## config.mk

```make
export PLATFORM = sky130hd
export DESIGN_NAME = crc_regs
export DESIGN_NICKNAME = d
export VERILOG_FILES = /design/src/inc/crc_pkg.sv /design/src/design/crc_regs.sv /design/src/design/crc_shift_engine.sv
export VERILOG_INCLUDE_DIRS = /design/src /design/src/inc
export SDC_FILE = /design/constraint.sdc
export NUM_CORES = 1
export LEC_CHECK = 0
export ABC_AREA = 1
export BUFFER_PORTS_ARGS = -buffer_cell sky130_fd_sc_hd__buf_2
export CAP_MARGIN = 20
export CELL_PAD_IN_SITES_DETAIL_PLACEMENT = 0
export CELL_PAD_IN_SITES_GLOBAL_PLACEMENT = 1
export CORE_UTILIZATION = 30
export DETAILED_ROUTE_END_ITERATION = 10
export GPL_TIMING_DRIVEN = 0
export PLACE_DENSITY_LB_ADDON = 0.3
export RECOVER_POWER = 100
export SLEW_MARGIN = 10
export SYNTH_ARGS = -nofsm -noshare
export SYNTH_HDL_FRONTEND = slang
export SYNTH_HIERARCHICAL = 1
export SYNTH_SLANG_ARGS = --single-unit
export TNS_END_PERCENT = 1
```

## constraint.sdc

```tcl
create_clock -name aclk -period 6.7 [get_ports aclk]
set_input_delay 0.67 -clock aclk [delete_from_list [all_inputs] [get_ports aclk]]
set_output_delay 0.67 -clock aclk [all_outputs]
set_load 0.1 [all_outputs]
```

## src/inc/crc_map.svh

```systemverilog
// Register map, field positions and reset values of the CRC engine.
// Assumes a 32-bit AXI4-Lite slave with byte addresses.
`ifndef CRC_MAP_SVH
`define CRC_MAP_SVH
`define CRC_ADDR_W       8
`define CRC_OFS_CONTROL  8'h00
`define CRC_OFS_WIDTH    8'h04
`define CRC_OFS_TAPS_LO  8'h08
`define CRC_OFS_TAPS_HI  8'h0C
`define CRC_OFS_DATA_LO  8'h10
`define CRC_OFS_DATA_HI  8'h14
`define CRC_OFS_RES_LO   8'h18
`define CRC_OFS_RES_HI   8'h1C
`define CRC_BIT_ON       15
`define CRC_BIT_IDLE     13
`define CRC_POS_COUNT    8
`define CRC_BIT_FULL     7
`define CRC_BIT_EMPTY    6
`define CRC_BIT_ISEL     5
`define CRC_BIT_RUN      4
`define CRC_BIT_LSB      3
`define CRC_POS_DWIDTH   8
`define CRC_POS_PLEN     0
`define CRC_CONTROL_RST  16'h0040
`define CRC_SMALL_PLEN   5'h07
`define CRC_LIMIT_SMALL  5'h10
`define CRC_LIMIT_LARGE  5'h08
`define CRC_HALF_MSB     5'h0F
`define CRC_RESP_OKAY    2'h0
`define CRC_RESP_SLVERR  2'h2
`endif

```

## src/inc/crc_pkg.sv

```systemverilog
// Types shared by the CRC register block and its shift engine.
// Assumes nothing beyond the map header.
package crc_pkg;
  // Engine configuration carried as one bundle
  typedef struct packed {
    logic        lsb_first;    // Shift LSb first
    logic [4:0]  width_m1;     // Datum width minus one
    logic [4:0]  plen_m1;      // Polynomial length minus one
    logic [31:0] poly;         // Tap enables, bit 0 forced
  } crc_cfg_t;
  // Shift engine states
  typedef enum logic {
    ENG_IDLE  = 1'b0,
    ENG_SHIFT = 1'b1
  } eng_state_t;
endpackage : crc_pkg

```

## src/design/crc_regs.sv

```systemverilog
// Programmable CRC generator: AXI4-Lite registers, input FIFO, control.
// Assumes idle_mode comes from processor logic on aclk.
//
// Overview of operation
// - Module off clears FIFO, data, result, engine
// - Idle halt select suspends operation in Idle
// - Word count tracks valid FIFO words
// - FIFO limit 8 or 16 by polynomial length
// - Full flag set while FIFO full
// - Empty flag set while FIFO empty
// - Select 1: interrupt when FIFO empties
// - Select 0: interrupt when shifting completes
// - Run bit starts and stops the shifter
// - LSb first when lsb select set
// - MSb first when lsb select clear
// - Width field is datum width minus one
// - Length field is polynomial length minus one
// - Low taps 15..1 add XOR terms
// - Unimplemented bits ignore writes, read zero
// - Shifting starts only with run and words
// - Two bits shifted per clock
// - Count increments when datum MSb written
// - Zero-order term always XORed
//
// The placing of the registers and the AXI4-Lite interface to the registers were decided locally.
`timescale 1ns/1ps
`default_nettype none
`include "crc_map.svh"
module crc_regs #(
  parameter int FIFO_DEPTH = 16  // Words in the input FIFO
) (
  input  wire logic        aclk,           // Clock, 100 MHz
  input  wire logic        aresetn,        // Sync reset, low
  input  wire logic [7:0]  s_axi_awaddr,   // Write address
  input  wire logic        s_axi_awvalid,  // Write address valid
  output logic             s_axi_awready,  // Write address ready
  input  wire logic [31:0] s_axi_wdata,    // Write data
  input  wire logic [3:0]  s_axi_wstrb,    // Write strobes
  input  wire logic        s_axi_wvalid,   // Write data valid
  output logic             s_axi_wready,   // Write data ready
  output logic [1:0]       s_axi_bresp,    // Write response
  output logic             s_axi_bvalid,   // Write response valid
  input  wire logic        s_axi_bready,   // Write response ready
  input  wire logic [7:0]  s_axi_araddr,   // Read address
  input  wire logic        s_axi_arvalid,  // Read address valid
  output logic             s_axi_arready,  // Read address ready
  output logic [31:0]      s_axi_rdata,    // Read data
  output logic [1:0]       s_axi_rresp,    // Read response
  output logic             s_axi_rvalid,   // Read data valid
  input  wire logic        s_axi_rready,   // Read data ready
  input  wire logic        idle_mode,      // Processor in Idle
  output logic             crc_irq         // Interrupt pulse
);
  if (FIFO_DEPTH != 16) begin : g_bad_depth
    $error("FIFO_DEPTH must be 16");
  end

  // ==========================================================
  // Declarations
  logic        crc_module_on;       // Module enable
  logic        idle_halt_select;    // Stop in Idle
  logic        irq_source_select;   // Interrupt source
  logic        shifter_run;         // Shifter started
  logic        lsb_first_select;    // Shift direction
  logic [4:0]  datum_width_minus1;  // Datum width - 1
  logic [4:0]  poly_length_minus1;  // Poly length - 1
  logic [15:1] taps_low;            // Terms 15..1
  logic [15:0] taps_high;           // Terms 31..16
  logic [15:0] data_lo;             // Input data low half
  logic [15:0] data_hi;             // Input data high half
  logic [4:0]  fifo_word_count;     // Valid FIFO words
  logic [3:0]  wr_ptr;              // FIFO write pointer
  logic [3:0]  rd_ptr;              // FIFO read pointer
  logic [31:0] fifo_mem [FIFO_DEPTH];  // FIFO storage
  logic        worked;              // Data shifted since start
  logic        aw_held;             // Address captured
  logic        w_held;              // Data captured
  logic [7:0]  wr_addr;             // Captured address
  logic [31:0] wr_data;             // Captured data
  logic [3:0]  wr_strb;             // Captured strobes
  logic        wr_fire;             // Register write now
  logic        fifo_full_flag;      // FIFO full
  logic        fifo_empty_flag;     // FIFO empty
  logic        halted;              // Idle suspension
  logic        push_req;            // MSb half written
  logic        push_ok;             // Word enters FIFO
  logic [31:0] push_word;           // Word to store
  logic        pop;                 // Word to engine
  logic        done_evt;            // Calculation finished
  logic        eng_busy;            // Engine buffer busy
  logic [31:0] crc_value;           // Engine result
  logic [15:0] ctl_view;            // Control readback
  logic [15:0] ctl_new;             // Control after write
  logic [15:0] half_new;            // Write data per half
  logic [1:0]  seed_we;             // Result half writes
  crc_pkg::crc_cfg_t cfg;           // Engine configuration

  // Byte-lane merge of a 16-bit register
  function automatic logic [15:0] merge16(input logic [15:0] old, input logic [15:0] nw,
                                          input logic [1:0] strb);
    merge16 = {strb[1] ? nw[15:8] : old[15:8], strb[0] ? nw[7:0] : old[7:0]};
  endfunction : merge16

  // FIFO word limit per polynomial length
  function automatic logic [4:0] fifo_limit(input logic [4:0] plen);
    fifo_limit = (plen > `CRC_SMALL_PLEN) ? `CRC_LIMIT_LARGE : `CRC_LIMIT_SMALL;
  endfunction : fifo_limit

  // Mapped register check
  function automatic logic is_mapped(input logic [7:0] a);
    is_mapped = (a[1:0] == 2'h0) && (a <= `CRC_OFS_RES_HI);
  endfunction : is_mapped

  // ==========================================================
  // Status and decode
  always_comb begin
    fifo_full_flag  = (fifo_word_count >= fifo_limit(poly_length_minus1));
    fifo_empty_flag = (fifo_word_count == 5'h00);
    halted   = idle_halt_select && idle_mode;
    ctl_view = 16'h0000;  // Unimplemented bits read zero
    ctl_view[`CRC_BIT_ON]   = crc_module_on;
    ctl_view[`CRC_BIT_IDLE] = idle_halt_select;
    ctl_view[`CRC_POS_COUNT +: 5] = fifo_word_count;
    ctl_view[`CRC_BIT_FULL]  = fifo_full_flag;
    ctl_view[`CRC_BIT_EMPTY] = fifo_empty_flag;
    ctl_view[`CRC_BIT_ISEL]  = irq_source_select;
    ctl_view[`CRC_BIT_RUN]   = shifter_run;
    ctl_view[`CRC_BIT_LSB]   = lsb_first_select;
    wr_fire  = aw_held && w_held && !s_axi_bvalid;
    half_new = wr_data[15:0];
    ctl_new  = merge16(ctl_view, half_new, wr_strb[1:0]);
    push_req = wr_fire && ((wr_addr == `CRC_OFS_DATA_LO && datum_width_minus1 <= `CRC_HALF_MSB)
             || (wr_addr == `CRC_OFS_DATA_HI && datum_width_minus1 > `CRC_HALF_MSB));
    push_ok  = push_req && crc_module_on && !fifo_full_flag;
    push_word = (wr_addr == `CRC_OFS_DATA_LO) ? {16'h0000, merge16(data_lo, half_new, wr_strb[1:0])}
              : {merge16(data_hi, half_new, wr_strb[1:0]), data_lo};
    pop      = crc_module_on && shifter_run && !halted && !fifo_empty_flag && !eng_busy;
    done_evt = crc_module_on && shifter_run && worked && fifo_empty_flag && !eng_busy;
    seed_we  = {wr_fire && wr_addr == `CRC_OFS_RES_HI, wr_fire && wr_addr == `CRC_OFS_RES_LO};
    cfg.lsb_first = lsb_first_select;
    cfg.width_m1  = datum_width_minus1;
    cfg.plen_m1   = poly_length_minus1;
    cfg.poly      = {taps_high, taps_low, 1'b1};
  end

  // ==========================================================
  // AXI4-Lite write channel
  always_ff @(posedge aclk) begin
    if (!aresetn) begin
      aw_held <= 1'b0;
      wr_addr <= 8'h00;
    end else if (s_axi_awvalid && s_axi_awready) begin
      aw_held <= 1'b1;
      wr_addr <= s_axi_awaddr;
    end else if (wr_fire) begin
      aw_held <= 1'b0;
    end
  end

  // Write data capture
  always_ff @(posedge aclk) begin
    if (!aresetn) begin
      w_held  <= 1'b0;
      wr_data <= 32'h00000000;
      wr_strb <= 4'h0;
    end else if (s_axi_wvalid && s_axi_wready) begin
      w_held  <= 1'b1;
      wr_data <= s_axi_wdata;
      wr_strb <= s_axi_wstrb;
    end else if (wr_fire) begin
      w_held <= 1'b0;
    end
  end

  // Ready flags and write response
  always_ff @(posedge aclk) begin
    if (!aresetn) begin
      s_axi_awready <= 1'b0;
      s_axi_wready  <= 1'b0;
      s_axi_bvalid  <= 1'b0;
      s_axi_bresp   <= `CRC_RESP_OKAY;
    end else begin
      s_axi_awready <= !aw_held && !(s_axi_awvalid && s_axi_awready) && !s_axi_bvalid && !wr_fire;
      s_axi_wready  <= !w_held && !(s_axi_wvalid && s_axi_wready) && !s_axi_bvalid && !wr_fire;
      if (wr_fire) begin
        s_axi_bvalid <= 1'b1;
        s_axi_bresp  <= is_mapped(wr_addr) ? `CRC_RESP_OKAY : `CRC_RESP_SLVERR;
      end else if (s_axi_bready) begin
        s_axi_bvalid <= 1'b0;
      end
    end
  end

  // ==========================================================
  // AXI4-Lite read channel
  always_ff @(posedge aclk) begin
    if (!aresetn) begin
      s_axi_arready <= 1'b0;
      s_axi_rvalid  <= 1'b0;
      s_axi_rdata   <= 32'h00000000;
      s_axi_rresp   <= `CRC_RESP_OKAY;
    end else if (s_axi_arvalid && s_axi_arready) begin
      s_axi_arready <= 1'b0;
      s_axi_rvalid  <= 1'b1;
      s_axi_rresp   <= is_mapped(s_axi_araddr) ? `CRC_RESP_OKAY : `CRC_RESP_SLVERR;
      case (s_axi_araddr)
        `CRC_OFS_CONTROL: s_axi_rdata <= {16'h0000, ctl_view};
        `CRC_OFS_WIDTH:   s_axi_rdata <= {19'h00000, datum_width_minus1, 3'h0, poly_length_minus1};
        `CRC_OFS_TAPS_LO: s_axi_rdata <= {16'h0000, taps_low, 1'b0};
        `CRC_OFS_TAPS_HI: s_axi_rdata <= {16'h0000, taps_high};
        `CRC_OFS_DATA_LO: s_axi_rdata <= {16'h0000, data_lo};
        `CRC_OFS_DATA_HI: s_axi_rdata <= {16'h0000, data_hi};
        `CRC_OFS_RES_LO:  s_axi_rdata <= {16'h0000, crc_value[15:0]};
        `CRC_OFS_RES_HI:  s_axi_rdata <= {16'h0000, crc_value[31:16]};
        default:          s_axi_rdata <= 32'h00000000;
      endcase
    end else begin
      if (s_axi_rvalid && s_axi_rready) begin
        s_axi_rvalid <= 1'b0;
      end
      s_axi_arready <= !s_axi_rvalid || s_axi_rready ? !s_axi_arready && !s_axi_rvalid : 1'b0;
    end
  end

  // ==========================================================
  // Control register, kept when module is off
  always_ff @(posedge aclk) begin
    if (!aresetn) begin
      crc_module_on     <= 1'b0;
      idle_halt_select  <= 1'b0;
      irq_source_select <= 1'b0;
      lsb_first_select  <= 1'b0;
    end else if (wr_fire && wr_addr == `CRC_OFS_CONTROL) begin
      crc_module_on     <= ctl_new[`CRC_BIT_ON];
      idle_halt_select  <= ctl_new[`CRC_BIT_IDLE];
      irq_source_select <= ctl_new[`CRC_BIT_ISEL];
      lsb_first_select  <= ctl_new[`CRC_BIT_LSB];
    end
  end

  // Run bit: software write wins over hardware clear
  always_ff @(posedge aclk) begin
    if (!aresetn) begin
      shifter_run <= 1'b0;
    end else if (wr_fire && wr_addr == `CRC_OFS_CONTROL && wr_strb[0]) begin
      shifter_run <= ctl_new[`CRC_BIT_RUN];
    end else if (done_evt) begin
      shifter_run <= 1'b0;
    end
  end

  // Width, length and taps
  always_ff @(posedge aclk) begin
    if (!aresetn) begin
      datum_width_minus1 <= 5'h00;
      poly_length_minus1 <= 5'h00;
      taps_low  <= 15'h0000;
      taps_high <= 16'h0000;
    end else if (wr_fire) begin
      case (wr_addr)
        `CRC_OFS_WIDTH: begin
          if (wr_strb[1]) datum_width_minus1 <= half_new[`CRC_POS_DWIDTH +: 5];
          if (wr_strb[0]) poly_length_minus1 <= half_new[`CRC_POS_PLEN +: 5];
        end
        `CRC_OFS_TAPS_LO: taps_low  <= {wr_strb[1] ? half_new[15:8] : taps_low[15:8],
                                        wr_strb[0] ? half_new[7:1] : taps_low[7:1]};
        `CRC_OFS_TAPS_HI: taps_high <= merge16(taps_high, half_new, wr_strb[1:0]);
        default: ;
      endcase
    end
  end

  // ==========================================================
  // Input data halves, cleared when off
  always_ff @(posedge aclk) begin
    if (!aresetn || !crc_module_on) begin
      data_lo <= 16'h0000;
      data_hi <= 16'h0000;
    end else if (wr_fire && wr_addr == `CRC_OFS_DATA_LO) begin
      data_lo <= merge16(data_lo, half_new, wr_strb[1:0]);
    end else if (wr_fire && wr_addr == `CRC_OFS_DATA_HI) begin
      data_hi <= merge16(data_hi, half_new, wr_strb[1:0]);
    end
  end

  // FIFO storage
  always_ff @(posedge aclk) begin
    if (push_ok) begin
      fifo_mem[wr_ptr] <= push_word;
    end
  end

  // FIFO pointers and word count
  always_ff @(posedge aclk) begin
    if (!aresetn || !crc_module_on) begin
      wr_ptr <= 4'h0;
      rd_ptr <= 4'h0;
      fifo_word_count <= 5'h00;
    end else begin
      if (push_ok) wr_ptr <= wr_ptr + 4'h1;
      if (pop) rd_ptr <= rd_ptr + 4'h1;
      case ({push_ok, pop})
        2'b10:   fifo_word_count <= fifo_word_count + 5'h01;
        2'b01:   fifo_word_count <= fifo_word_count - 5'h01;
        default: fifo_word_count <= fifo_word_count;
      endcase
    end
  end

  // Completion tracking
  always_ff @(posedge aclk) begin
    if (!aresetn || !crc_module_on) begin
      worked <= 1'b0;
    end else if (pop) begin
      worked <= 1'b1;
    end else if (done_evt) begin
      worked <= 1'b0;
    end
  end

  // Interrupt pulse per selected source
  always_ff @(posedge aclk) begin
    if (!aresetn) begin
      crc_irq <= 1'b0;
    end else begin
      crc_irq <= (irq_source_select && pop && !push_ok && fifo_word_count == 5'h01)
              || (!irq_source_select && done_evt);
    end
  end

  // ==========================================================
  // Shift engine
  crc_shift_engine u_engine (
    .aclk      (aclk),
    .aresetn   (aresetn),
    .clear     (!crc_module_on),
    .cfg       (cfg),
    .load      (pop),
    .load_word (fifo_mem[rd_ptr]),
    .step_en   (shifter_run && !halted),
    .seed_we   (seed_we),
    .seed_half (half_new),
    .busy      (eng_busy),
    .crc_value (crc_value)
  );
endmodule : crc_regs
`default_nettype wire

```

## src/design/crc_shift_engine.sv

```systemverilog
// Serial CRC shift engine, two data bits per clock.
// Assumes the register block loads one word while idle.
`timescale 1ns/1ps
`default_nettype none
module crc_shift_engine (
  input  wire logic             aclk,       // Clock
  input  wire logic             aresetn,    // Sync reset, low
  input  wire logic             clear,      // Soft reset
  input  wire crc_pkg::crc_cfg_t cfg,       // Configuration
  input  wire logic             load,       // Take load_word
  input  wire logic [31:0]      load_word,  // Datum from FIFO
  input  wire logic             step_en,    // Shifting allowed
  input  wire logic [1:0]       seed_we,    // Result half writes
  input  wire logic [15:0]      seed_half,  // Result half data
  output logic                  busy,       // Buffer still shifting
  output logic [31:0]           crc_value   // Running result
);
  crc_pkg::eng_state_t state;  // Engine state
  logic [31:0] shreg;          // Shift buffer
  logic [5:0]  remain;         // Bits left in buffer
  logic        bit_a;          // First bit this cycle
  logic        bit_b;          // Second bit this cycle
  logic [31:0] crc_one;        // After one bit
  logic [31:0] crc_two;        // After two bits

  // One CRC bit step, length-masked
  function automatic logic [31:0] crc_bit(input logic [31:0] c, input logic d,
                                          input crc_pkg::crc_cfg_t f);
    logic [31:0] mask;
    logic        fb;
    mask = 32'hFFFFFFFF >> (5'h1F - f.plen_m1);
    fb   = d ^ c[f.plen_m1];
    crc_bit = (c << 1) & mask;
    if (fb) begin
      crc_bit = crc_bit ^ (f.poly & mask);
    end
  endfunction : crc_bit

  // Bit pick per direction
  always_comb begin
    bit_a   = cfg.lsb_first ? shreg[0] : shreg[31];
    bit_b   = cfg.lsb_first ? shreg[1] : shreg[30];
    crc_one = crc_bit(crc_value, bit_a, cfg);
    crc_two = crc_bit(crc_one, bit_b, cfg);
  end

  // ==========================================================
  // Buffer and state
  always_ff @(posedge aclk) begin
    if (!aresetn || clear) begin
      state  <= crc_pkg::ENG_IDLE;
      shreg  <= 32'h00000000;
      remain <= 6'h00;
    end else if (load) begin
      state  <= crc_pkg::ENG_SHIFT;
      shreg  <= cfg.lsb_first ? load_word : (load_word << (5'h1F - cfg.width_m1));
      remain <= {1'b0, cfg.width_m1} + 6'h01;
    end else begin
      case (state)
        crc_pkg::ENG_SHIFT: begin
          if (step_en) begin
            shreg  <= cfg.lsb_first ? (shreg >> 2) : (shreg << 2);
            remain <= (remain > 6'h02) ? remain - 6'h02 : 6'h00;
            if (remain <= 6'h02) begin
              state <= crc_pkg::ENG_IDLE;
            end
          end
        end
        default: state <= crc_pkg::ENG_IDLE;
      endcase
    end
  end

  // Result register, seed writes win
  always_ff @(posedge aclk) begin
    if (!aresetn || clear) begin
      crc_value <= 32'h00000000;
    end else if (seed_we != 2'h0) begin
      if (seed_we[0]) crc_value[15:0] <= seed_half;
      if (seed_we[1]) crc_value[31:16] <= seed_half;
    end else if (state == crc_pkg::ENG_SHIFT && step_en) begin
      crc_value <= (remain >= 6'h02) ? crc_two : crc_one;
    end
  end

  assign busy = (state == crc_pkg::ENG_SHIFT);
endmodule : crc_shift_engine
`default_nettype wire

```

== Yosys cells after proc, flatten, opt, wreduce, memory -nomap -nowiden ==
Memories as Yosys holds them, arrays and structs flattened. A register that Yosys moved wholly into a read port is not among the register bits.
Cells that the tools add are included.
Widths: inputs -> output; s select.

* Add/subtract/negate cells: 8
* Equality and inequality tests: 20
* Bitwise logic cells: 10
* $lt $le $gt $ge: 10
* Shift operators: 2
* Reduce and logical (&&, ||, !) cells: 90
* Mux-type cells: 51

{| class="wikitable"
|+ Operators with widths
! cell !! number
|-
| $mux 32 || 11
|-
| $pmux 16 s8 || 1
|-
| $and 32x32->32 || 3
|-
| $eq 8x5->1 const B || 8
|-
| $xor 32x32->32 || 2
|-
| $logic_and 1x1->1 || 40
|-
| $eq 8x4->1 const B || 4
|-
| $mux 16 || 2
|-
| $mux 8 || 4
|-
| $shl 32x5->32 || 1
|-
| $shr 32x5->32 const A || 1
|-
| $mux 6 || 4
|-
| $reduce_bool 2->1 || 11
|-
| $mux 1 || 20
|-
| $reduce_and 3->1 || 6
|-
| $eq 8x3->1 const B || 2
|-
| $le 8x5->1 const B || 2
|-
| $logic_not 1->1 || 16
|-
| $logic_not 8->1 || 2
|-
| $reduce_and 2->1 || 7
|-
| $bmux 1 s5 || 2
|-
| $mux 5 || 2
|-
| $pmux 5 s2 || 1
|-
| $sub 5x5->5 const A || 2
|-
| 26 further kinds || 37
|}

* Memories kept: 1
* Memory bits (writable): 512
* Register bits: 233

{| class="wikitable"
|+ Memories
! name !! depth !! bits a word !! read ports !! clocked after Yosys merged registers in !! write ports !! line !! source
|-
| fifo_mem || 16 || 32 || 1 || 1 || 1 || crc_regs.sv:74 || <nowiki>logic [31:0] fifo_mem [FIFO_DEPTH];</nowiki>
|}

== Depth between registers and ports, before layout ==
* Depth after elaboration: 12
* Depth in mapped cells: 29
* Gate-level depth less buffers: 25

== Modules after synthesis ==
Netlist, hierarchy kept.

{| class="wikitable"
|+ By module, submodules not included
! module !! cells an instance !! area an instance (sq um) !! instances
|-
| crc_regs || 2477 || 27229.9 || 1
|-
| crc_shift_engine || 1600 || 8590.7 || 1
|}

== Worst setup path before layout ==
OpenSTA, ideal clock, no wires.

* Kind: reg2reg
* Start: register s_axi_bvalid
* End: memory fifo_mem[0][0] (enable)
* Buffers on the path: 0
* Data arrival time: 2.897 ns
* Stages on the path, launching flop included: 8
* Library setup time: 0.421 ns
* Path slack: 3.382 ns
* Required time: 6.279 ns
* Cell sequence: dfxtp_1 nor2_4 inv_4 nor2_2 nand2_2 nor2_8 nand2_1 nor2_1

* Longest elaborated chain between the ends: 7

{| class="wikitable"
|+ RTL lines
! item !! line !! source
|-
| from (decl) || crc_regs.sv:42 || <nowiki>output logic s_axi_bvalid,</nowiki>
|-
| from (signal assigned) || crc_regs.sv:180 || <nowiki>s_axi_bvalid <= 1'b0;</nowiki>
|-
| from (signal assigned) || crc_regs.sv:186 || <nowiki>s_axi_bvalid <= 1'b1;</nowiki>
|-
| from (signal assigned) || crc_regs.sv:189 || <nowiki>s_axi_bvalid <= 1'b0;</nowiki>
|-
| $logic_not 1->1 || crc_regs.sv:129 || <nowiki>wr_fire = aw_held && w_held && !s_axi_bvalid;</nowiki>
|-
| $logic_and 1x1->1 || crc_regs.sv:129 ||
|-
| $logic_and 1x1->1 || crc_regs.sv:132 || <nowiki>push_req = wr_fire && ((wr_addr == `CRC_OFS_DATA_LO && datum_width_minus1 <= `CRC_HALF_MSB)</nowiki>
|-
| $logic_and 1x1->1 (2 in a row) || crc_regs.sv:134 || <nowiki>push_ok = push_req && crc_module_on && !fifo_full_flag;</nowiki>
|-
| $mux 1 || crc_regs.sv:288 || <nowiki>if (push_ok) begin</nowiki>
|-
| $mux 1 (not written as such) || crc_regs.sv:289 || <nowiki>fifo_mem[wr_ptr] <= push_word;</nowiki>
|-
| to (decl) || crc_regs.sv:74 ||
|}

Every way passes these cells.

== Worst setup path after layout ==
* Start: register poly_length_minus1[4]
* End: memory fifo_mem[3][24] (enable)

* Longest elaborated chain between the ends: 7

{| class="wikitable"
|+ RTL lines
! item !! line !! source
|-
| from (decl) || crc_regs.sv:66 || <nowiki>logic [4:0] poly_length_minus1;</nowiki>
|-
| from (signal assigned) || crc_regs.sv:263 || <nowiki>if (wr_strb[0]) poly_length_minus1 <= half_new[`CRC_POS_PLEN +: 5];</nowiki>
|-
| $gt 5x3->1 (no source line) || - ||
|-
| $mux 5 (no source line) || - ||
|-
| $ge 5x5->1 || crc_regs.sv:117 || <nowiki>fifo_full_flag = (fifo_word_count >= fifo_limit(poly_length_minus1));</nowiki>
|-
| $logic_not 1->1 || crc_regs.sv:134 ||
|-
| $logic_and 1x1->1 || crc_regs.sv:134 ||
|-
| $mux 1 || crc_regs.sv:288 ||
|-
| $mux 1 (not written as such) || crc_regs.sv:289 ||
|}

Every way passes these cells.

==> flow_summary.toml <==
[worst_setup_path]
crit_buf_inv = 4
critPathMaxStageDelay_ps = 1090
r2r_cells = 12
r2r_start = "poly_length_minus1[4]"
critical_path.max_fanout = 14
reg2reg_slack_ps = 1240
crit_path_end_kind = "flop"
worstPathArrival_ps = 5730
r2r_end = "fifo_mem[3][24]"
crit_family = "buffers and inverters"
cp_slowest_cell = "clkbuf_1"
worst-setup-path-type = "flop to flop"
start_kind = "flop"
crit_chain = "inv_1 -> nand2_1 -> ha_1 -> a21oi_1 -> nand2_1 -> inv_1 -> nand2_2 -> nor2_1 -> nand3_1 -> nor2_1 -> clkbuf_1 -> clkbuf_1"
crit_required_ps = 6970

[timing]
fmax_mhz = 183
period_needed_ps = 5460
hold_viol = 0
slew_headroom = -0.644
worst_pin_slew_ps = 2460
fin_worst_skew_ps = 35.5
period_share = 0.816
setup_violations = 0
rsz0062_at_grt = "false"
fin_setup_tns_ps = 0
maxSlewViolCount = 321

[logic_synthesis]
yosysWarnings = 6
synth_flop_cell = "edfxtp_1"
synth_async_sr_flop_share = 0
synth_edf_count = 512
syn_area_sq_um = 35800
netlist_instances = 4077
synth.distinct_cells = 51
synth-seq-cells = 731
avgSynthCellArea_sq_um = 8.79
ys_seq_area_frac = 0.552

[power]
peakVddDrop_v = 0.000202
switching_share = 0.230
p_int_w = 0.00712
clkPwrFrac = 0.454
fin_total_pwr_w = 0.00924
power_density_nw_per_um2 = 227
combPwrFrac = 0.023
p_leak_nw = 14.7
power_frac_seq = 0.523
switchingPower_w = 0.00212

[cts]
htreeDepth = 3
cts_resized = 0
cts_buffer_depth = 3
clkTransAtPathRegs_ps = 60
clock_sinks = 731
cts_tree = "yes"
clk_latency_ps = 670
cts_made_buffers = 79
root_buffer = "clkbuf_16"
cts_setup_buffers = 0
cts_hold_buffers = 0

[global_route]
grt_max_degree = 20
grt_pass1_vias = 29800
grtUsageTotal = 0.240
grt_pass1_wl_microns = 212000
antenna_found_initial = 2
overflow = 0

[route]
viasPerCell = 5.43
antenna_left = 0
vias = 31900
wl_per_cell_microns = 25.2
drc = 0
firstDrtPassIters = 6
postRouteWirelength_microns = 148000
drt_iter0_markers = 3900

[die]
core_sq_um = 118000
pin_count = 102
placementRows = 126
initial_core_util = 0.303
dieWidth_microns = 348
dieHeight_microns = 348
dieArea_sq_um = 121000

[flow_run]
cap_violations = 21

[layout]
regArea_sq_um = 19800
drive_gt1_frac = 0.0701
syn_to_final_growth_pct = 13.8
finish.utilization = 0.345
fin_nets = 4364
fill_cells = 12400
multi_input_area_sq_um = 13500

[placed_design]
port_buffers = 65
place_congestion = 0.932
dp_hpwl_microns = 107000

[hold_path]
worstHoldPathCells = 2
min_to = "s_axi_awready"
hp-start = "s_axi_awvalid"
hold_path.class = "primary input to flop"

[status]
status = "finished, violations left"
violations = "max-capacitance violations, max-slew violations"
sequential cells by signal, summed over array words and instances (netlist names), 15 cells and up, named ones only:
| name | flops |
|---|---|
| data_hi | 16 |
| data_lo | 16 |
| fifo_mem | 512 |
| s_axi_rdata | 16 |
| taps_high | 16 |
| taps_low | 15 |
| u_engine/crc_value | 32 |
| u_engine/shreg | 32 |
| wr_data | 16 |
cell families (layout without fill, tap and decap cells):
family                     after synthesis  after routing  synth area share
DFF                                    731            731             0.552
muxes                                   14             14           0.00391
and+or+nand+nor                       1664           1664             0.195
other                                    2             22          0.000210
AOI/OAI and AO/OA                     1034           1034             0.163
adders and majority gates               14             14           0.00489
xor gates and xnor gates                45             45            0.0110
buffers and inverters                  573            828            0.0703
layout by cell type, fill, tap and decap left out, types with 28 or more instances in the layout:
cell	count
a21oi_1	251
dfxtp_1	219
buf_2	100
nand3_1	379
buf_4	28
o21ai_0	507
nor2_1	517
o22ai_1	50
clkbuf_16	79
clkbuf_1	242
inv_1	275
clkinv_1	28
o211ai_1	48
nand2_1	708
edfxtp_1	512
o221ai_1	101
cell usage after synthesis (27+ instances only):
cell      number  area (sq um)
o21ai_1       28           140
nand3_1      378          1890
nor2_1       513          1930
nand2_1      702          2640
o22ai_1       50           313
buf_2         75           375
a31oi_1       27           169
dfxtp_1      219          4380
o21ai_0      506          2530
o221ai_1     101           885
a21oi_1      251          1260
buf_4         28           210
o211ai_1      48           360
clkbuf_1     143           537
inv_1        274          1030
edfxtp_1     512         15400
worst reg2reg max path: cells and delay by family, from the launching register on:
kind,cells,cell delay [ps]
buffers and inverters,4,2250
AOI/OAI and AO/OA,1,140
and+or+nand+nor,6,1850
DFF,1,550
adders and majority gates,1,260
power groups by stage:
| stage | Clock (W) | Combinational [W] | Sequential, W |
|---|---|---|---|
| floorplan | 0 | 0.000137 | 0.00493 |
| global placement | 0 | 0.000216 | 0.00493 |
| detailed placement | 0 | 0.000219 | 0.00493 |
| CTS | 0.00424 | 0.000220 | 0.00483 |
| global route | 0.00441 | 0.000230 | 0.00483 |
| finish | 0.00420 | 0.000215 | 0.00483 |
metrics by stage:
stage,cells,setup WS (ps),cell area (sq um),hold WS (ps)
final,5888,1240,40800,230
after global placement,5697,630,38100,433
after CTS,5884,2480,41500,197
after floorplan,4096,3380,35900,424
after detailed placement,5742,2510,39100,455
after global routing,5887,1070,40800,240
how the worst max path moves through the flow:
stage / start / to / slack (ps) / cells after the start
5_1_grt: aw_held / fifo_mem[10][19] / 1070 / 10
2_1_floorplan: s_axi_bvalid / fifo_mem[0][0] / 3380 / 7
3_3_place_gp: poly_length_minus1[4] / fifo_mem[8][18] / 630 / 10
3_5_place_dp: poly_length_minus1[3] / u_engine/crc_value[26] / 2510 / 24
6_report: poly_length_minus1[4] / fifo_mem[3][24] / 1240 / 12
4_1_cts: poly_length_minus1[3] / u_engine/crc_value[26] / 2480 / 24
final cells by class:
cell class / instances / area share
diodes: 1 / 0.0000614
inverters: 291 / 0.0268
repair buffers: 113 / 0.0150
multi-input cells: 2792 / 0.332
flip-flops and latches: 731 / 0.485
well taps: 1536 / 0.0471
clock inverters: 38 / 0.00694
plain buffers: 282 / 0.0345
clock buffers: 104 / 0.0528
metal layers:
| layer | up-vias | track usage | wire [microns] |
|---|---|---|---|
| met5 | - | 0 | 0 |
| met4 | 0 | 0.0529 | 3580 |
| met3 | 185 | 0.0299 | 12000 |
| met2 | 1501 | 0.376 | 65400 |
| met1 | 15700 | 0.350 | 67300 |
| li1 | 14600 | - | - |
(Power assumes the default switching activity.)
